===== src/daq_trig_sync.sv =====
// Shared constants and the trigger synchroniser with rising-edge detection.
`timescale 1ns/1ps
`default_nettype none

package daq_host_pkg;
  localparam int ADDR_W = 5;
  localparam int DATA_W = 16;
  localparam int IRQ_W = 8;
  localparam int CNT_W = 6;
  localparam int CHAN_W = 3;
  localparam int NCHAN = 8;
  localparam logic [4:0] ADDR_INT_STATUS = 5'h0a;
  localparam logic [7:0] IRQ_RESET = 8'h00;
  localparam logic [15:0] DATA_RESET = 16'h0000;
  localparam logic [5:0] CNT_EMPTY = 6'h00;
endpackage : daq_host_pkg

module daq_trig_sync (
  // Clock and reset.
  input wire logic core_clk_i,
  input wire logic sys_rst_i,
  // Raw trigger pin level.
  input wire logic trig_i,
  // One-cycle pulse on a clean rising edge.
  output logic rise_o
);
  logic meta;
  logic sync;
  logic prev;

  // The first stage feeds only the second, so metastability never reaches the edge logic.
  always_ff @(posedge core_clk_i or posedge sys_rst_i) begin
    if (sys_rst_i) begin
      meta <= 1'b0;
      sync <= 1'b0;
      prev <= 1'b0;
    end else begin
      meta <= trig_i;
      sync <= meta;
      prev <= sync;
    end
  end

  assign rise_o = sync & ~prev;
endmodule : daq_trig_sync

`default_nettype wire


===== src/daq_host_pin_interface.sv =====
// Host-side pin logic of the acquisition system: bus port, trigger pin, interrupt and DMA request.
`timescale 1ns/1ps
`default_nettype none

// What this block does
// - Trigger pin is input when direction low; its rising edge freezes the sample-and-hold.
// - On the clock edge after the freeze, start conversion or comparison per instruction.
// - Direction high makes trigger an output: high at operation start, low at completion.
// - Reset clears the direction setting so the trigger pin starts as an input.
// - Bus width high gives 8-bit bus, upper data lines undriven; low gives 16-bit.
// - Interrupt output goes low whenever any unmasked one of eight conditions occurs.
// - Reading the interrupt status register clears all pending interrupts and releases output.
// - Transfer request rises when FIFO occupancy equals the programmed count.
// - Transfer request falls once the host has emptied the FIFO.
// - Five select lines address registers, FIFO and instruction memory on every access.
// - Instruction picks channel: single-ended, or any two inputs as a differential pair.
// - Chip select low halts internal clocking and conversion; it resumes when high.
// - Data lines are driven only while read strobe and chip select are both low.
// - Data is accepted while store strobe and chip select are both low.
// - Falling address strobe latches address and select; held high on plain buses.
module daq_host_pin_interface (
  // Clock and reset.
  input wire logic core_clk_i,
  input wire logic sys_rst_i,
  // Host bus pins.
  input wire logic cs_n_i,
  input wire logic rd_n_i,
  input wire logic wr_n_i,
  input wire logic ale_i,
  input wire logic bus_width_select_i,
  input wire logic [4:0] register_select_lines_i,
  input wire logic [15:0] bus_data_lines_i,
  output logic [15:0] bus_data_lines_o,
  output logic [15:0] bus_data_lines_oe_n_o,
  // Trigger pin.
  input wire logic trig_i,
  output logic trig_o,
  output logic trig_oe_n_o,
  // Host notification pins.
  output logic int_n_o,
  output logic transfer_request_out_o,
  // Configuration levels.
  input wire logic io_select_i,
  input wire logic [7:0] irq_mask_i,
  input wire logic [5:0] dma_count_i,
  // Converter core status and instruction fields.
  input wire logic [7:0] irq_cond_i,
  input wire logic [5:0] fifo_count_i,
  input wire logic seq_start_i,
  input wire logic op_done_i,
  input wire logic instr_compare_i,
  input wire logic [2:0] chan_pos_i,
  input wire logic [2:0] chan_neg_i,
  input wire logic chan_diff_i,
  input wire logic [15:0] host_rdata_i,
  // Converter core controls.
  output logic hold_o,
  output logic conv_start_o,
  output logic cmp_start_o,
  output logic core_run_o,
  output logic [4:0] host_addr_o,
  output logic host_rd_o,
  output logic host_wr_o,
  output logic [15:0] host_wdata_o,
  output logic [7:0] mux_pos_o,
  output logic [7:0] mux_neg_o,
  output logic mux_neg_gnd_o
);
  function automatic logic [7:0] chan_onehot(input logic [2:0] sel);
    chan_onehot = 8'h01 << sel;
  endfunction : chan_onehot

  logic ale_q;
  logic [4:0] addr_lat;
  logic cs_lat_n;
  logic [7:0] pending;
  logic trig_dir;
  logic pend;
  logic trig_rise;

  daq_trig_sync u_trig_sync (
    .core_clk_i(core_clk_i),
    .sys_rst_i(sys_rst_i),
    .trig_i(trig_i),
    .rise_o(trig_rise)
  );

  // Address and select pass straight through while the strobe is high or just falling.
  wire ale_fall = ale_q & ~ale_i;
  wire ale_open = ale_i | ale_fall;
  wire [4:0] eff_addr = ale_open ? register_select_lines_i : addr_lat;
  wire eff_cs_n = ale_open ? cs_n_i : cs_lat_n;
  wire rd_act = ~eff_cs_n & ~rd_n_i;
  wire wr_act = ~eff_cs_n & ~wr_n_i;
  wire rd_start = rd_act & ~host_rd_o;
  wire status_read = rd_start & (eff_addr == daq_host_pkg::ADDR_INT_STATUS);
  wire [7:0] irq_hit = irq_cond_i & ~irq_mask_i;
  // A condition arriving in the clearing cycle survives, so no event is lost.
  wire [7:0] next_pending = (pending & ~{8{status_read}}) | irq_hit;
  wire [15:0] rd_word = status_read ? {8'h00, pending} : host_rdata_i;
  wire hi_drive = rd_act & ~bus_width_select_i;
  wire trig_rise_in = trig_rise & ~trig_dir;
  // Starts wait while chip select is low, since the core clock is stopped then.
  wire go = (trig_dir ? seq_start_i : pend) & cs_n_i & ~trig_o;
  wire dma_empty = (fifo_count_i == daq_host_pkg::CNT_EMPTY);
  wire dma_hit = (fifo_count_i == dma_count_i);

  always_ff @(posedge core_clk_i or posedge sys_rst_i) begin
    if (sys_rst_i) begin
      ale_q <= 1'b1;
      addr_lat <= 5'h00;
      cs_lat_n <= 1'b1;
    end else begin
      ale_q <= ale_i;
      if (ale_fall) begin
        addr_lat <= register_select_lines_i;
        cs_lat_n <= cs_n_i;
      end
    end
  end

  always_ff @(posedge core_clk_i or posedge sys_rst_i) begin
    if (sys_rst_i) begin
      host_addr_o <= 5'h00;
      host_rd_o <= 1'b0;
      host_wr_o <= 1'b0;
      host_wdata_o <= daq_host_pkg::DATA_RESET;
      bus_data_lines_o <= daq_host_pkg::DATA_RESET;
      bus_data_lines_oe_n_o <= 16'hffff;
    end else begin
      host_addr_o <= eff_addr;
      host_rd_o <= rd_act;
      host_wr_o <= wr_act;
      if (wr_act) begin
        host_wdata_o <= bus_width_select_i ? {8'h00, bus_data_lines_i[7:0]} : bus_data_lines_i;
      end
      if (rd_start) begin
        bus_data_lines_o <= rd_word;
      end
      bus_data_lines_oe_n_o <= {{8{~hi_drive}}, {8{~rd_act}}};
    end
  end

  always_ff @(posedge core_clk_i or posedge sys_rst_i) begin
    if (sys_rst_i) begin
      pending <= daq_host_pkg::IRQ_RESET;
      int_n_o <= 1'b1;
      transfer_request_out_o <= 1'b0;
    end else begin
      pending <= next_pending;
      int_n_o <= ~|next_pending;
      if (dma_empty) begin
        transfer_request_out_o <= 1'b0;
      end else if (dma_hit) begin
        transfer_request_out_o <= 1'b1;
      end
    end
  end

  always_ff @(posedge core_clk_i or posedge sys_rst_i) begin
    if (sys_rst_i) begin
      trig_dir <= 1'b0;
      trig_oe_n_o <= 1'b1;
      trig_o <= 1'b0;
      pend <= 1'b0;
      hold_o <= 1'b0;
      conv_start_o <= 1'b0;
      cmp_start_o <= 1'b0;
      core_run_o <= 1'b0;
    end else begin
      trig_dir <= io_select_i;
      trig_oe_n_o <= ~trig_dir;
      hold_o <= trig_rise_in;
      pend <= trig_rise_in | (pend & ~go & ~trig_dir);
      conv_start_o <= go & ~instr_compare_i;
      cmp_start_o <= go & instr_compare_i;
      core_run_o <= cs_n_i;
      if (go) begin
        trig_o <= 1'b1;
      end else if (op_done_i) begin
        trig_o <= 1'b0;
      end
    end
  end

  always_ff @(posedge core_clk_i or posedge sys_rst_i) begin
    if (sys_rst_i) begin
      mux_pos_o <= 8'h00;
      mux_neg_o <= 8'h00;
      mux_neg_gnd_o <= 1'b1;
    end else begin
      mux_pos_o <= chan_onehot(chan_pos_i);
      mux_neg_o <= chan_diff_i ? chan_onehot(chan_neg_i) : 8'h00;
      mux_neg_gnd_o <= ~chan_diff_i;
    end
  end
endmodule : daq_host_pin_interface

`default_nettype wire


===== config.mk =====
export PLATFORM = sky130hd
export DESIGN_NAME = daq_host_pin_interface
export DESIGN_NICKNAME = d
export VERILOG_FILES = /design/src/daq_trig_sync.sv /design/src/daq_host_pin_interface.sv
export SDC_FILE = /design/constraint.sdc
export NUM_CORES = 1
export LEC_CHECK = 0
export BUFFER_PORTS_ARGS = -buffer_cell sky130_fd_sc_hd__buf_2
export CORE_ASPECT_RATIO = 0.5
export CORE_UTILIZATION = 52
export CTS_BUF_LIST = sky130_fd_sc_hd__clkbuf_8
export CTS_CLUSTER_SIZE = 40
export DETAILED_ROUTE_END_ITERATION = 8
export MAX_ROUTING_LAYER = met4
export PLACE_DENSITY = 0.9
export SYNTH_ARGS = -nofsm -noshare
export SYNTH_HDL_FRONTEND = slang
export SYNTH_SLANG_ARGS = --single-unit

===== constraint.sdc =====
create_clock -name core_clk_i -period 3.47 [get_ports core_clk_i]
set_input_delay 0.1735 -clock core_clk_i [delete_from_list [all_inputs] [get_ports core_clk_i]]
set_output_delay 0.1735 -clock core_clk_i [all_outputs]
set_load 0.03 [all_outputs]

==> results of run 1 <==
## final cells by class
| class | count | area [µm²] | area share [%] |
|---|---|---|---|
| Clock buffer | 10 | 137.6 | 3.013 |
| Clock inverter | 4 | 42.54 | 0.9313 |
| Inverter | 13 | 50.05 | 1.096 |
| Multi-Input combinational cell | 157 | 1156 | 25.31 |
| Sequential cell | 86 | 2161 | 47.30 |
| Tap cell | 88 | 110.1 | 2.410 |
| Timing Repair Buffer | 173 | 910.9 | 19.94 |
## registers in the layout, indices dropped and copies added (netlist names), 2 cells and up
signal                 count
host_addr_o                5
bus_data_lines_oe_n_o      2
pending                    8
mux_pos_o                  8
addr_lat                   5
bus_data_lines_o          16
host_wdata_o              16
mux_neg_o                  8
## power breakdown
part / switching [mW] / internal (mW)
Combinational: 0.364 / 0.205
Sequential: 0.0581 / 1.11
Clock: 0.317 / 0.338
Total: 0.740 / 1.66
## logic make-up (layout without fill, tap and decap cells)
| kind of cell | count (synthesis) | after routing | share of synthesized area, % |
|---|---|---|---|
| simple gates | 81 | 81 | 14.07 |
| xor+xnor | 6 | 6 | 1.493 |
| mux | 27 | 27 | 8.635 |
| buf+inv | 35 | 200 | 5.793 |
| flops | 86 | 86 | 61.37 |
| compound gates | 43 | 43 | 8.636 |
## cell usage in the layout, fill, tap and decap left out, drive strengths merged, types with 5 or more instances in the layout
cell type / synthesis / layout
dlygate4sd3: 0 / 8
buf: 20 / 165
nand3: 8 / 8
clkbuf: 2 / 10
a22o: 8 / 8
dfrtp: 79 / 79
mux2: 27 / 27
o21ai: 18 / 18
nor2: 17 / 17
nand2: 6 / 6
dfstp: 7 / 7
nor2b: 11 / 11
inv: 13 / 14
nor3b: 5 / 5
a31oi: 9 / 9
nand2b: 14 / 14
## worst reg2reg max path, cell delays in order (launching register included)
cell                       delay [ns]
sky130_fd_sc_hd__dfstp_2         0.38
sky130_fd_sc_hd__nor2_1          0.75
sky130_fd_sc_hd__nand4b_1        0.61
sky130_fd_sc_hd__a21oi_4         0.39
sky130_fd_sc_hd__o21ai_0         0.12
## metrics by stage
stage / util, % / cells / cell area (µm²) / setup slack (ns) / power [mW]
4_1_cts: 72.28 / 530 / 4558 / 1.029 / 2.412
5_1_grt: 72.44 / 531 / 4568 / 0.7519 / 2.512
3_5_place_dp: 68.31 / 509 / 4308 / 1.133 / 1.755
3_3_place_gp: 68.31 / 509 / 4308 / 1.222 / 1.739
2_1_floorplan: - / 278 / 3521 / 1.086 / 1.570
6_report: 72.44 / 531 / 4568 / 0.9859 / 2.396
## routing by layer
layer / vias up / GRT usage [%] / wire length, µm
met5: - / - / 0
met4: 0 / 11.39 / 161
met3: 15 / 6.393 / 381
met2: 85 / 41.68 / 4006
met1: 1261 / 26.52 / 3112
li1: 1267 / - / -
## worst min path at each step
stage	startpoint	endpoint	slack, ns	cells past startpoint
2_1_floorplan	ale_i	ale_q$_DFF_PP1_	0.18	0
3_3_place_gp	io_select_i	trig_dir$_DFF_PP0_	0.28	1
3_5_place_dp	io_select_i	trig_dir$_DFF_PP0_	0.28	1
4_1_cts	chan_neg_i[2]	mux_neg_o[0]$_DFF_PP0_	0.004	2
5_1_grt	chan_neg_i[0]	mux_neg_o[0]$_DFF_PP0_	0.01	2
6_report	sys_rst_i	trig_dir$_DFF_PP0_	0.0001	2
## repair_timing
item                                    in CTS  in global routing
endpoints found under the setup margin       0                  0
endpoints found under the hold margin        7                  1
resized for setup                            0                  0
hold buffers                                 7                  1
==> impl_metrics.env, run 1 <==
export IMPL_register_area_share_after_synthesis_pct=61.37
export IMPL_floorplan_die_area_um2=7124
export IMPL_totalNegativeSetupSlack_ns=0
export IMPL_setup_worst_path_end="pending[6]$_DFF_PP0_"
export IMPL_postCtsSetupRepairBufs=0
export IMPL_top_area_cells_in_the_synthesized_netlist="sky130_fd_sc_hd__dfrtp_1, sky130_fd_sc_hd__mux2_2, sky130_fd_sc_hd__dfstp_2"
export IMPL_yosys_cell_count_top_type="sky130_fd_sc_hd__dfrtp_1"
export IMPL_synthesis_nets=362
export IMPL_synth_largest_type_area_fraction_pct=56.15
export IMPL_timing_critical_path_cells="dlygate4sd3_1 -> buf_2 -> nor2_1 -> nand4b_1 -> a21oi_4 -> o21ai_0"
export IMPL_path_clk_slew_ns=0.08
export IMPL_gp_routability_congestion=0.8520
export IMPL_die_width_um=118.4
export IMPL_critical_path_arrival_ns=2.72
export IMPL_ff2ff_path_depth=4
export IMPL_cts_inserted_buffers=9
export IMPL_timing_max_transition_violations_final=0
export IMPL_antenna_found_initial=0
export IMPL_syn_inst=278
export IMPL_timing_worst_setup_path_type="in2reg"
export IMPL_maxClockFrequency_mhz=402.6
export IMPL_worstPathMaxFanout=12
export IMPL_whs_ns=0.00009937
export IMPL_syn_area_per_cell_um2=12.67
export IMPL_route_detailed_wl_per_inst_um=14.43
export IMPL_initial_utilization_pct=55.83
export IMPL_finClkSkew_ns=0.007659
export IMPL_r2r_slack_ns=1.10
export IMPL_crit_cells=6
export IMPL_nFillCells=472
export IMPL_tightest_slew_ns=0.9850
export IMPL_grt_first_pass_wirelength_um=12260
export IMPL_cts_root_to_sink_buffers=2
export IMPL_grt_setup_unrepaired="no"
export IMPL_ys_seq_elements=86
export IMPL_cts_sinks=86
export IMPL_die_height_um=60.19
export IMPL_drt_first_pass_iters=4
export IMPL_irDropWorstVdd_mv=0.2915
export IMPL_crit_required_ns=3.70
export IMPL_critical_path_slowest_cell="sky130_fd_sc_hd__nor2_1"
export IMPL_timing_critical_path_slowest_cell_delay_ns=0.74
export IMPL_status="complete, no violations"
export IMPL_routed_via_density=4.949
export IMPL_boundaryPins=164
export IMPL_worst_hold_path_type="in2async"
export IMPL_worst_flop_to_flop_path_startpoint="ale_q$_DFF_PP1_"
export IMPL_core_area_um2=6306
export IMPL_final_cycle_share_pct=71.59
export IMPL_clock_root_buffer="sky130_fd_sc_hd__clkbuf_8"
export IMPL_layout_drive_gt1_share_pct=49.21
export IMPL_h_tree_depth=3
export IMPL_synth_cell_type_count=37
export IMPL_grt_use_total_pct=23.92
export IMPL_cellLeakagePower_nw=2.333
export IMPL_wirelength_um=7661
export IMPL_clkLatencyLatePin_ns=0.35
export IMPL_critPathCaptureType="register"
export IMPL_worst_setup_path_start_kind="input port"
export IMPL_critical_path_top_delay_family="simple AND/OR/NAND/NOR gates"
export IMPL_largest_net_degree_at_the_start_of_global_routing=59
export IMPL_power_density_nw_per_um2=524.5
export IMPL_synth_enable_flop_cells=0
export IMPL_crit_reg2reg_capture="pending[6]$_DFF_PP0_"
export IMPL_n_antenna_cell=0
export IMPL_setup_viol=0
export IMPL_cap_violations=0
export IMPL_top_flip_flop_cell_by_instance_count_after_synthesis="sky130_fd_sc_hd__dfrtp_1"
export IMPL_drt_iter0_drc=144
export IMPL_timing_critical_path_buf_inv=2
export IMPL_placementRows=20
export IMPL_drc=0
export IMPL_crit_path_start="ale_i"
export IMPL_ys_top_cells_by_count="sky130_fd_sc_hd__dfrtp_1, sky130_fd_sc_hd__mux2_2, sky130_fd_sc_hd__o21ai_0, sky130_fd_sc_hd__nor2_1"
export IMPL_mappedNetlistArea_um2=3521
export IMPL_fin_nets=524
export IMPL_grt_ovf=0
export IMPL_ant_nets=0
export IMPL_synth_largest_area_cell="sky130_fd_sc_hd__dfrtp_1"
export IMPL_min_clock_period_post_route_ns=2.484
export IMPL_cts_tree="built"
export IMPL_maxSlewHeadroom_pct=34.09
export IMPL_num_vias=2628
export IMPL_detailed_place_hpwl_um=5493
export IMPL_first_global_vias=2619
export IMPL_synth_warnings=0
export IMPL_area_growth_synth_to_final_pct=29.74
export IMPL_final_hold_viol_count=0
export IMPL_postSynth_asyncResetShare_pct=100.0
export IMPL_portBuffers=163
Power figures use the tool's default switching activity.
==> run 2, diff against run 1 <==
--- a/config.mk
+++ b/config.mk
@@ -7,12 +7,12 @@
 export LEC_CHECK = 0
 export BUFFER_PORTS_ARGS = -buffer_cell sky130_fd_sc_hd__buf_2
 export CORE_ASPECT_RATIO = 0.5
-export CORE_UTILIZATION = 52
+export CORE_UTILIZATION = 43
 export CTS_BUF_LIST = sky130_fd_sc_hd__clkbuf_8
 export CTS_CLUSTER_SIZE = 40
 export DETAILED_ROUTE_END_ITERATION = 8
 export MAX_ROUTING_LAYER = met4
-export PLACE_DENSITY = 0.9
+export PLACE_DENSITY = 0.8
 export SYNTH_ARGS = -nofsm -noshare
 export SYNTH_HDL_FRONTEND = slang
 export SYNTH_SLANG_ARGS = --single-unit
==> constraint.sdc (replaced) <==
create_clock -name core_clk_i -period 2.1 [get_ports core_clk_i]
set_input_delay 0.105 -clock core_clk_i [delete_from_list [all_inputs] [get_ports core_clk_i]]
set_output_delay 0.105 -clock core_clk_i [all_outputs]
set_load 0.03 [all_outputs]
==> run 2 against run 1 <==
Final cell count up 14%. Largest cell class unchanged. First-iteration DRC count up 4.9%. Sequential power up 66%. Clock skew up 0.0021 ns. Register-to-register slack worse by 0.91 ns. Global-route usage down 1.7 points. Clock-buffer cell count unchanged.
==> impl_metrics.env, run 2 (synthesized netlist as in run 1, its figures left out) <==
export IMPL_status="complete, no violations"
export IMPL_timing_worst_setup_path_type="in2reg"
export IMPL_nFillCells=589
export IMPL_holdPathStages=2
export IMPL_layout_cells_most_common_list="sky130_fd_sc_hd__buf_2, sky130_fd_sc_hd__dfrtp_1, sky130_fd_sc_hd__dlygate4sd3_1"
export IMPL_drt_iter0_drc=151
export IMPL_placementRows=22
export IMPL_grt_setup_unrepaired="no"
export IMPL_dpl_cell_area_um2=4405
export IMPL_grt_first_pass_wirelength_um=13710
export IMPL_grt_ovf=0
export IMPL_floorplan_die_area_um2=8576
export IMPL_portBuffers=163
export IMPL_hold_start="register_select_lines_i[3]"
export IMPL_num_vias=2824
export IMPL_drt_first_pass_iters=4
export IMPL_min_clock_period_post_route_ns=1.909
export IMPL_mostFrequentLayoutCell="sky130_fd_sc_hd__buf_2"
export IMPL_final_cycle_share_pct=90.89
export IMPL_boundaryPins=164
export IMPL_clock_root_buffer="sky130_fd_sc_hd__clkbuf_8"
export IMPL_ff2ff_path_depth=5
export IMPL_timing_max_transition_violations_final=0
export IMPL_gp_routability_congestion=0.8163
export IMPL_die_height_um=65.99
export IMPL_finalInstanceArea_um2=5137
export IMPL_detailedPlace_worstSlack_ns=0.1809
export IMPL_top_regs="bus_data_lines_o x16, host_wdata_o x16"
export IMPL_cts_root_to_sink_buffers=2
export IMPL_totalNegativeSetupSlack_ns=0
export IMPL_clkLatencyLatePin_ns=0.36
export IMPL_cts_tree="built"
export IMPL_detailed_place_hpwl_um=5752
export IMPL_routed_via_density=4.675
export IMPL_wirelength_um=8625
export IMPL_fin_nets=576
export IMPL_holdPathEnd="addr_lat[3]$_DFFE_PP0P_"
export IMPL_cap_violations=0
export IMPL_first_global_vias=2806
export IMPL_area_growth_synth_to_final_pct=45.91
export IMPL_antenna_found_initial=0
export IMPL_layout_drive_gt1_share_pct=46.17
export IMPL_crit_required_ns=2.36
export IMPL_irDropWorstVdd_mv=0.4825
export IMPL_initial_utilization_pct=46.18
export IMPL_crit_reg2reg_capture="bus_data_lines_o[9]$_DFFE_PP0P_"
export IMPL_critical_path_arrival_ns=2.17
export IMPL_report_power_total_mw=4.134
export IMPL_worstPathMaxFanout=10
export IMPL_finClkSkew_ns=0.009718
export IMPL_n_antenna_cell=0
export IMPL_h_tree_depth=3
export IMPL_path_clk_slew_ns=0.09
export IMPL_drc=0
export IMPL_grt_use_total_pct=22.23
export IMPL_route_detailed_wl_per_inst_um=14.28
export IMPL_cts_sinks=86
export IMPL_final_hold_viol_count=0
export IMPL_critPathCaptureType="register"
export IMPL_maxClockFrequency_mhz=523.9
export IMPL_tightest_slew_ns=0.5280
export IMPL_ant_nets=0
export IMPL_cellLeakagePower_nw=2.558
export IMPL_die_width_um=130.0
export IMPL_crit_path_start="ale_i"
export IMPL_worst_setup_path_start_kind="input port"
export IMPL_power_density_nw_per_um2=804.6
export IMPL_r2r_slack_ns=0.19
export IMPL_maxSlewHeadroom_pct=64.65
export IMPL_post_route_worst_setup_slack_ns=0.1913
export IMPL_worst_flop_to_flop_path_startpoint="ale_q$_DFF_PP1_"
export IMPL_worst_hold_path_type="in2reg"
export IMPL_setup_viol=0
export IMPL_cts_inserted_buffers=9
export IMPL_largest_net_degree_at_the_start_of_global_routing=38
export IMPL_core_area_um2=7625
-- run 2: cell types whose count changed in the layout (fill, tap and decap cells not counted), sizes merged --
| cell | delta |
|---|---|
| clkinvlp | +3 |
| dlygate4sd3 | +44 |
| clkinv | -1 |
| inv | -1 |
| buf | +8 |
-- run 2: per-layer routing --
| metal | part of all wire [%] | vias to the layer above | GRT usage (%) |
|---|---|---|---|
| li1 | - | 1379 | - |
| met1 | 40 | 1367 | 24.08 |
| met2 | 55 | 68 | 40.84 |
| met3 | 3.6 | 10 | 5.016 |
| met4 | 1.3 | 0 | 7.558 |
| met5 | 0 | - | - |
-- run 2: layout make-up --
class / instances / area (µm²) / share of cell area [%]
Inverter: 13 / 52.55 / 1.023
Tap cell: 108 / 135.1 / 2.630
Clock buffer: 10 / 137.6 / 2.679
Timing Repair Buffer: 225 / 1436 / 27.96
Sequential cell: 86 / 2161 / 42.06
Clock inverter: 5 / 58.81 / 1.145
Multi-Input combinational cell: 157 / 1156 / 22.50
-- run 2: timing repair --
| action | in CTS | in global routing |
|---|---|---|
| setup buffers | 0 | 2 |
| setup endpoints to repair | 0 | 6 |
| gates resized for setup | 0 | 0 |
| hold buffers | 52 | 0 |
| endpoints found under the hold margin | 76 | 0 |
-- run 2: worst max path at each step --
stage,depth (start not counted),endpoint
final,7,bus_data_lines_o[9]$_DFFE_PP0P_
after global routing,5,int_n_o$_DFF_PP1_
after CTS,7,pending[5]$_DFF_PP0_
after detailed placement,5,pending[5]$_DFF_PP0_
after global placement,5,pending[4]$_DFF_PP0_
after floorplan,7,host_wdata_o[0]$_DFFE_PP0P_
-- run 2: per-stage QoR --
stage	util, %	hold WS, ns	instances
detailed placement	57.78	0.1785	535
global placement	57.78	0.1724	535
finish	67.38	0.03795	604
CTS	67.18	0.009232	602
global route	67.38	0.03074	604
floorplan	-	0.1095	278
-- run 2: critical path: stages --
cell and delay (ns):
sky130_fd_sc_hd__dlygate4sd3_1 0.52, sky130_fd_sc_hd__buf_2 0.14, sky130_fd_sc_hd__nor2_1 0.38, sky130_fd_sc_hd__buf_4 0.25, sky130_fd_sc_hd__and4b_1 0.41, sky130_fd_sc_hd__nor3_4 0.13, sky130_fd_sc_hd__a22o_1 0.23
-- run 2: report_power, final --
part           switching, mW  total [mW]  internal (mW)
sequential            0.0981        1.94           1.84
combinational          0.622        1.03          0.406
clock                  0.591        1.17          0.577
total                   1.31        4.13           2.82
==> run 3, diff against run 2 <==
--- a/config.mk
+++ b/config.mk
@@ -13,6 +13,7 @@
 export DETAILED_ROUTE_END_ITERATION = 8
 export MAX_ROUTING_LAYER = met4
 export PLACE_DENSITY = 0.8
+export RECOVER_POWER = 50
 export SYNTH_ARGS = -nofsm -noshare
 export SYNTH_HDL_FRONTEND = slang
 export SYNTH_SLANG_ARGS = --single-unit
==> run 3 against run 2 <==
Fmax shrank 0.15%. Setup slack lost 0.0029 ns. Via count grew 0.67%. Sequential share of layout area grew 0.46 points. First-iteration DRC count shrank 9.3%. Utilization shrank 0.72 points. Critical path type unchanged. Sequential power is essentially flat. Global-route usage is the same. Hold slack is essentially flat. Critical path depth is the same. Clock-buffer cell count is the same. Register-to-register slack is essentially flat.
==> impl_metrics.env, run 3 (synthesized netlist as in run 1, its figures left out) <==
export IMPL_grt_first_pass_wirelength_um=13710
export IMPL_floorplan_die_area_um2=8576
export IMPL_layout_cells_most_common_list="sky130_fd_sc_hd__buf_2, sky130_fd_sc_hd__dfrtp_1, sky130_fd_sc_hd__dlygate4sd3_1"
export IMPL_core_area_um2=7625
export IMPL_largest_net_degree_at_the_start_of_global_routing=38
export IMPL_report_power_total_mw=4.119
export IMPL_first_global_vias=2806
export IMPL_multi_input_gate_area_um2=1156
export IMPL_initial_utilization_pct=46.18
export IMPL_nFillCells=606
export IMPL_cts_root_to_sink_buffers=2
export IMPL_cellLeakagePower_nw=2.460
export IMPL_clock_root_buffer="sky130_fd_sc_hd__clkbuf_8"
export IMPL_maxClockFrequency_mhz=523.1
export IMPL_worst_hold_path_type="in2reg"
export IMPL_placementRows=22
export IMPL_timing_critical_path_cells="dlygate4sd3_1 -> clkbuf_1 -> nor2_1 -> buf_4 -> and4b_1 -> nor3_4 -> a22o_1"
export IMPL_cts_tree="built"
export IMPL_numPlacedInstances=535
export IMPL_cts_sinks=86
export IMPL_utilization_after_layout_pct=66.66
export IMPL_detailed_place_hpwl_um=5752
export IMPL_timing_worst_setup_path_type="in2reg"
export IMPL_grt_setup_unrepaired="no"
export IMPL_n_antenna_cell=0
export IMPL_drc=0
export IMPL_layout_drive_gt1_share_pct=40.93
export IMPL_finClkSkew_ns=0.008646
export IMPL_antenna_found_initial=0
export IMPL_wirelength_um=8668
export IMPL_post_route_worst_setup_slack_ns=0.1884
export IMPL_critical_path_slowest_cell="sky130_fd_sc_hd__dlygate4sd3_1"
export IMPL_tightest_slew_ns=1.002
export IMPL_path_clk_slew_ns=0.09
export IMPL_die_width_um=130.0
export IMPL_cts_inserted_buffers=9
export IMPL_status="complete, no violations"
export IMPL_maxSlewHeadroom_pct=32.84
export IMPL_drt_first_pass_iters=6
export IMPL_mostFrequentLayoutCell="sky130_fd_sc_hd__buf_2"
export IMPL_final_cycle_share_pct=91.03
export IMPL_cap_violations=0
export IMPL_final_hold_viol_count=0
export IMPL_min_clock_period_post_route_ns=1.912
export IMPL_routed_via_density=4.707
export IMPL_fin_nets=576
export IMPL_totalNegativeSetupSlack_ns=0
export IMPL_crit_required_ns=2.36
export IMPL_worst_setup_path_start_kind="input port"
export IMPL_route_detailed_wl_per_inst_um=14.35
export IMPL_final_cell_count_no_fill=604
export IMPL_timing_critical_path_slowest_cell_delay_ns=0.53
export IMPL_critical_path_arrival_ns=2.17
export IMPL_ant_nets=0
export IMPL_area_growth_synth_to_final_pct=44.35
export IMPL_portBuffers=163
export IMPL_drt_iter0_drc=137
export IMPL_worstPathMaxFanout=10
export IMPL_boundaryPins=164
export IMPL_gp_routability_congestion=0.8163
export IMPL_setup_viol=0
export IMPL_regArea_um2=2161
export IMPL_die_height_um=65.99
export IMPL_critPathCaptureType="register"
export IMPL_top_regs="bus_data_lines_o x16, host_wdata_o x16"
export IMPL_grt_use_total_pct=22.23
export IMPL_grt_ovf=0
export IMPL_num_vias=2843
export IMPL_post_cts_repair_resize_count=0
export IMPL_power_density_nw_per_um2=810.5
export IMPL_h_tree_depth=3
export IMPL_irDropWorstVdd_mv=0.4819
export IMPL_detailedPlace_worstSlack_ns=0.1809
export IMPL_clkLatencyLatePin_ns=0.36
export IMPL_timing_max_transition_violations_final=0
[run 3: final timing paths]
kind | slack (ns) | cells past startpoint | startpoint | end
worst min-delay path | 0.04 | 3 | fifo_count_i[5] | transfer_request_out_o$_DFFE_PP0P_
worst max-delay path | 0.19 | 7 | ale_i | bus_data_lines_o[9]$_DFFE_PP0P_
min in group asynchronous | 0.46 | 3 | sys_rst_i | cmp_start_o$_DFF_PP0_
worst min register to register | 0.36 | 0 | u_trig_sync.meta$_DFF_PP0_ | u_trig_sync.sync$_DFF_PP0_
max in group asynchronous | 0.34 | 4 | sys_rst_i | mux_neg_o[3]$_DFF_PP0_
worst max register to register | 0.19 | 5 | ale_q$_DFF_PP1_ | bus_data_lines_o[9]$_DFFE_PP0P_
[run 3: timing repair]
action                                  in CTS  in global routing
endpoints found under the setup margin       0                  6
hold buffers                                52                  0
setup buffers                                0                  2
hold endpoints to repair                    76                  0
[run 3: through the flow]
step	cell area (µm²)	hold slack (ns)
after floorplan	3525	0.1095
after global placement	4405	0.1724
after detailed placement	4405	0.1785
after CTS	5122	0.009232
after global routing	5082	0.03074
final	5082	0.03754
[run 3: routing by layer]
layer	global-route usage [%]	wire (µm)	vias to the layer above
li1	-	-	1379
met1	24.08	3475	1374
met2	40.84	4715	76
met3	5.016	326	14
met4	7.558	150	0
met5	-	0	-
[run 3: where the power goes]
group	internal, mW	switching (mW)
Clock	0.577	0.587
Sequential	1.84	0.0992
Combinational	0.394	0.622
[run 3: final cells by class]
cell class	count	share of cell area [%]
inverter	13	0.9847
sequential	86	42.52
tap	108	2.659
multi-input combinational	157	22.75
timing repair buffer	225	27.23
clock inverter	5	1.157
clock buffer	10	2.708
[run 3: worst max-delay path, delay by kind of cell]
kind / cells / cell delay, ns
simple gates: 3 / 0.92
buf+inv: 3 / 0.90
compound gates: 1 / 0.22
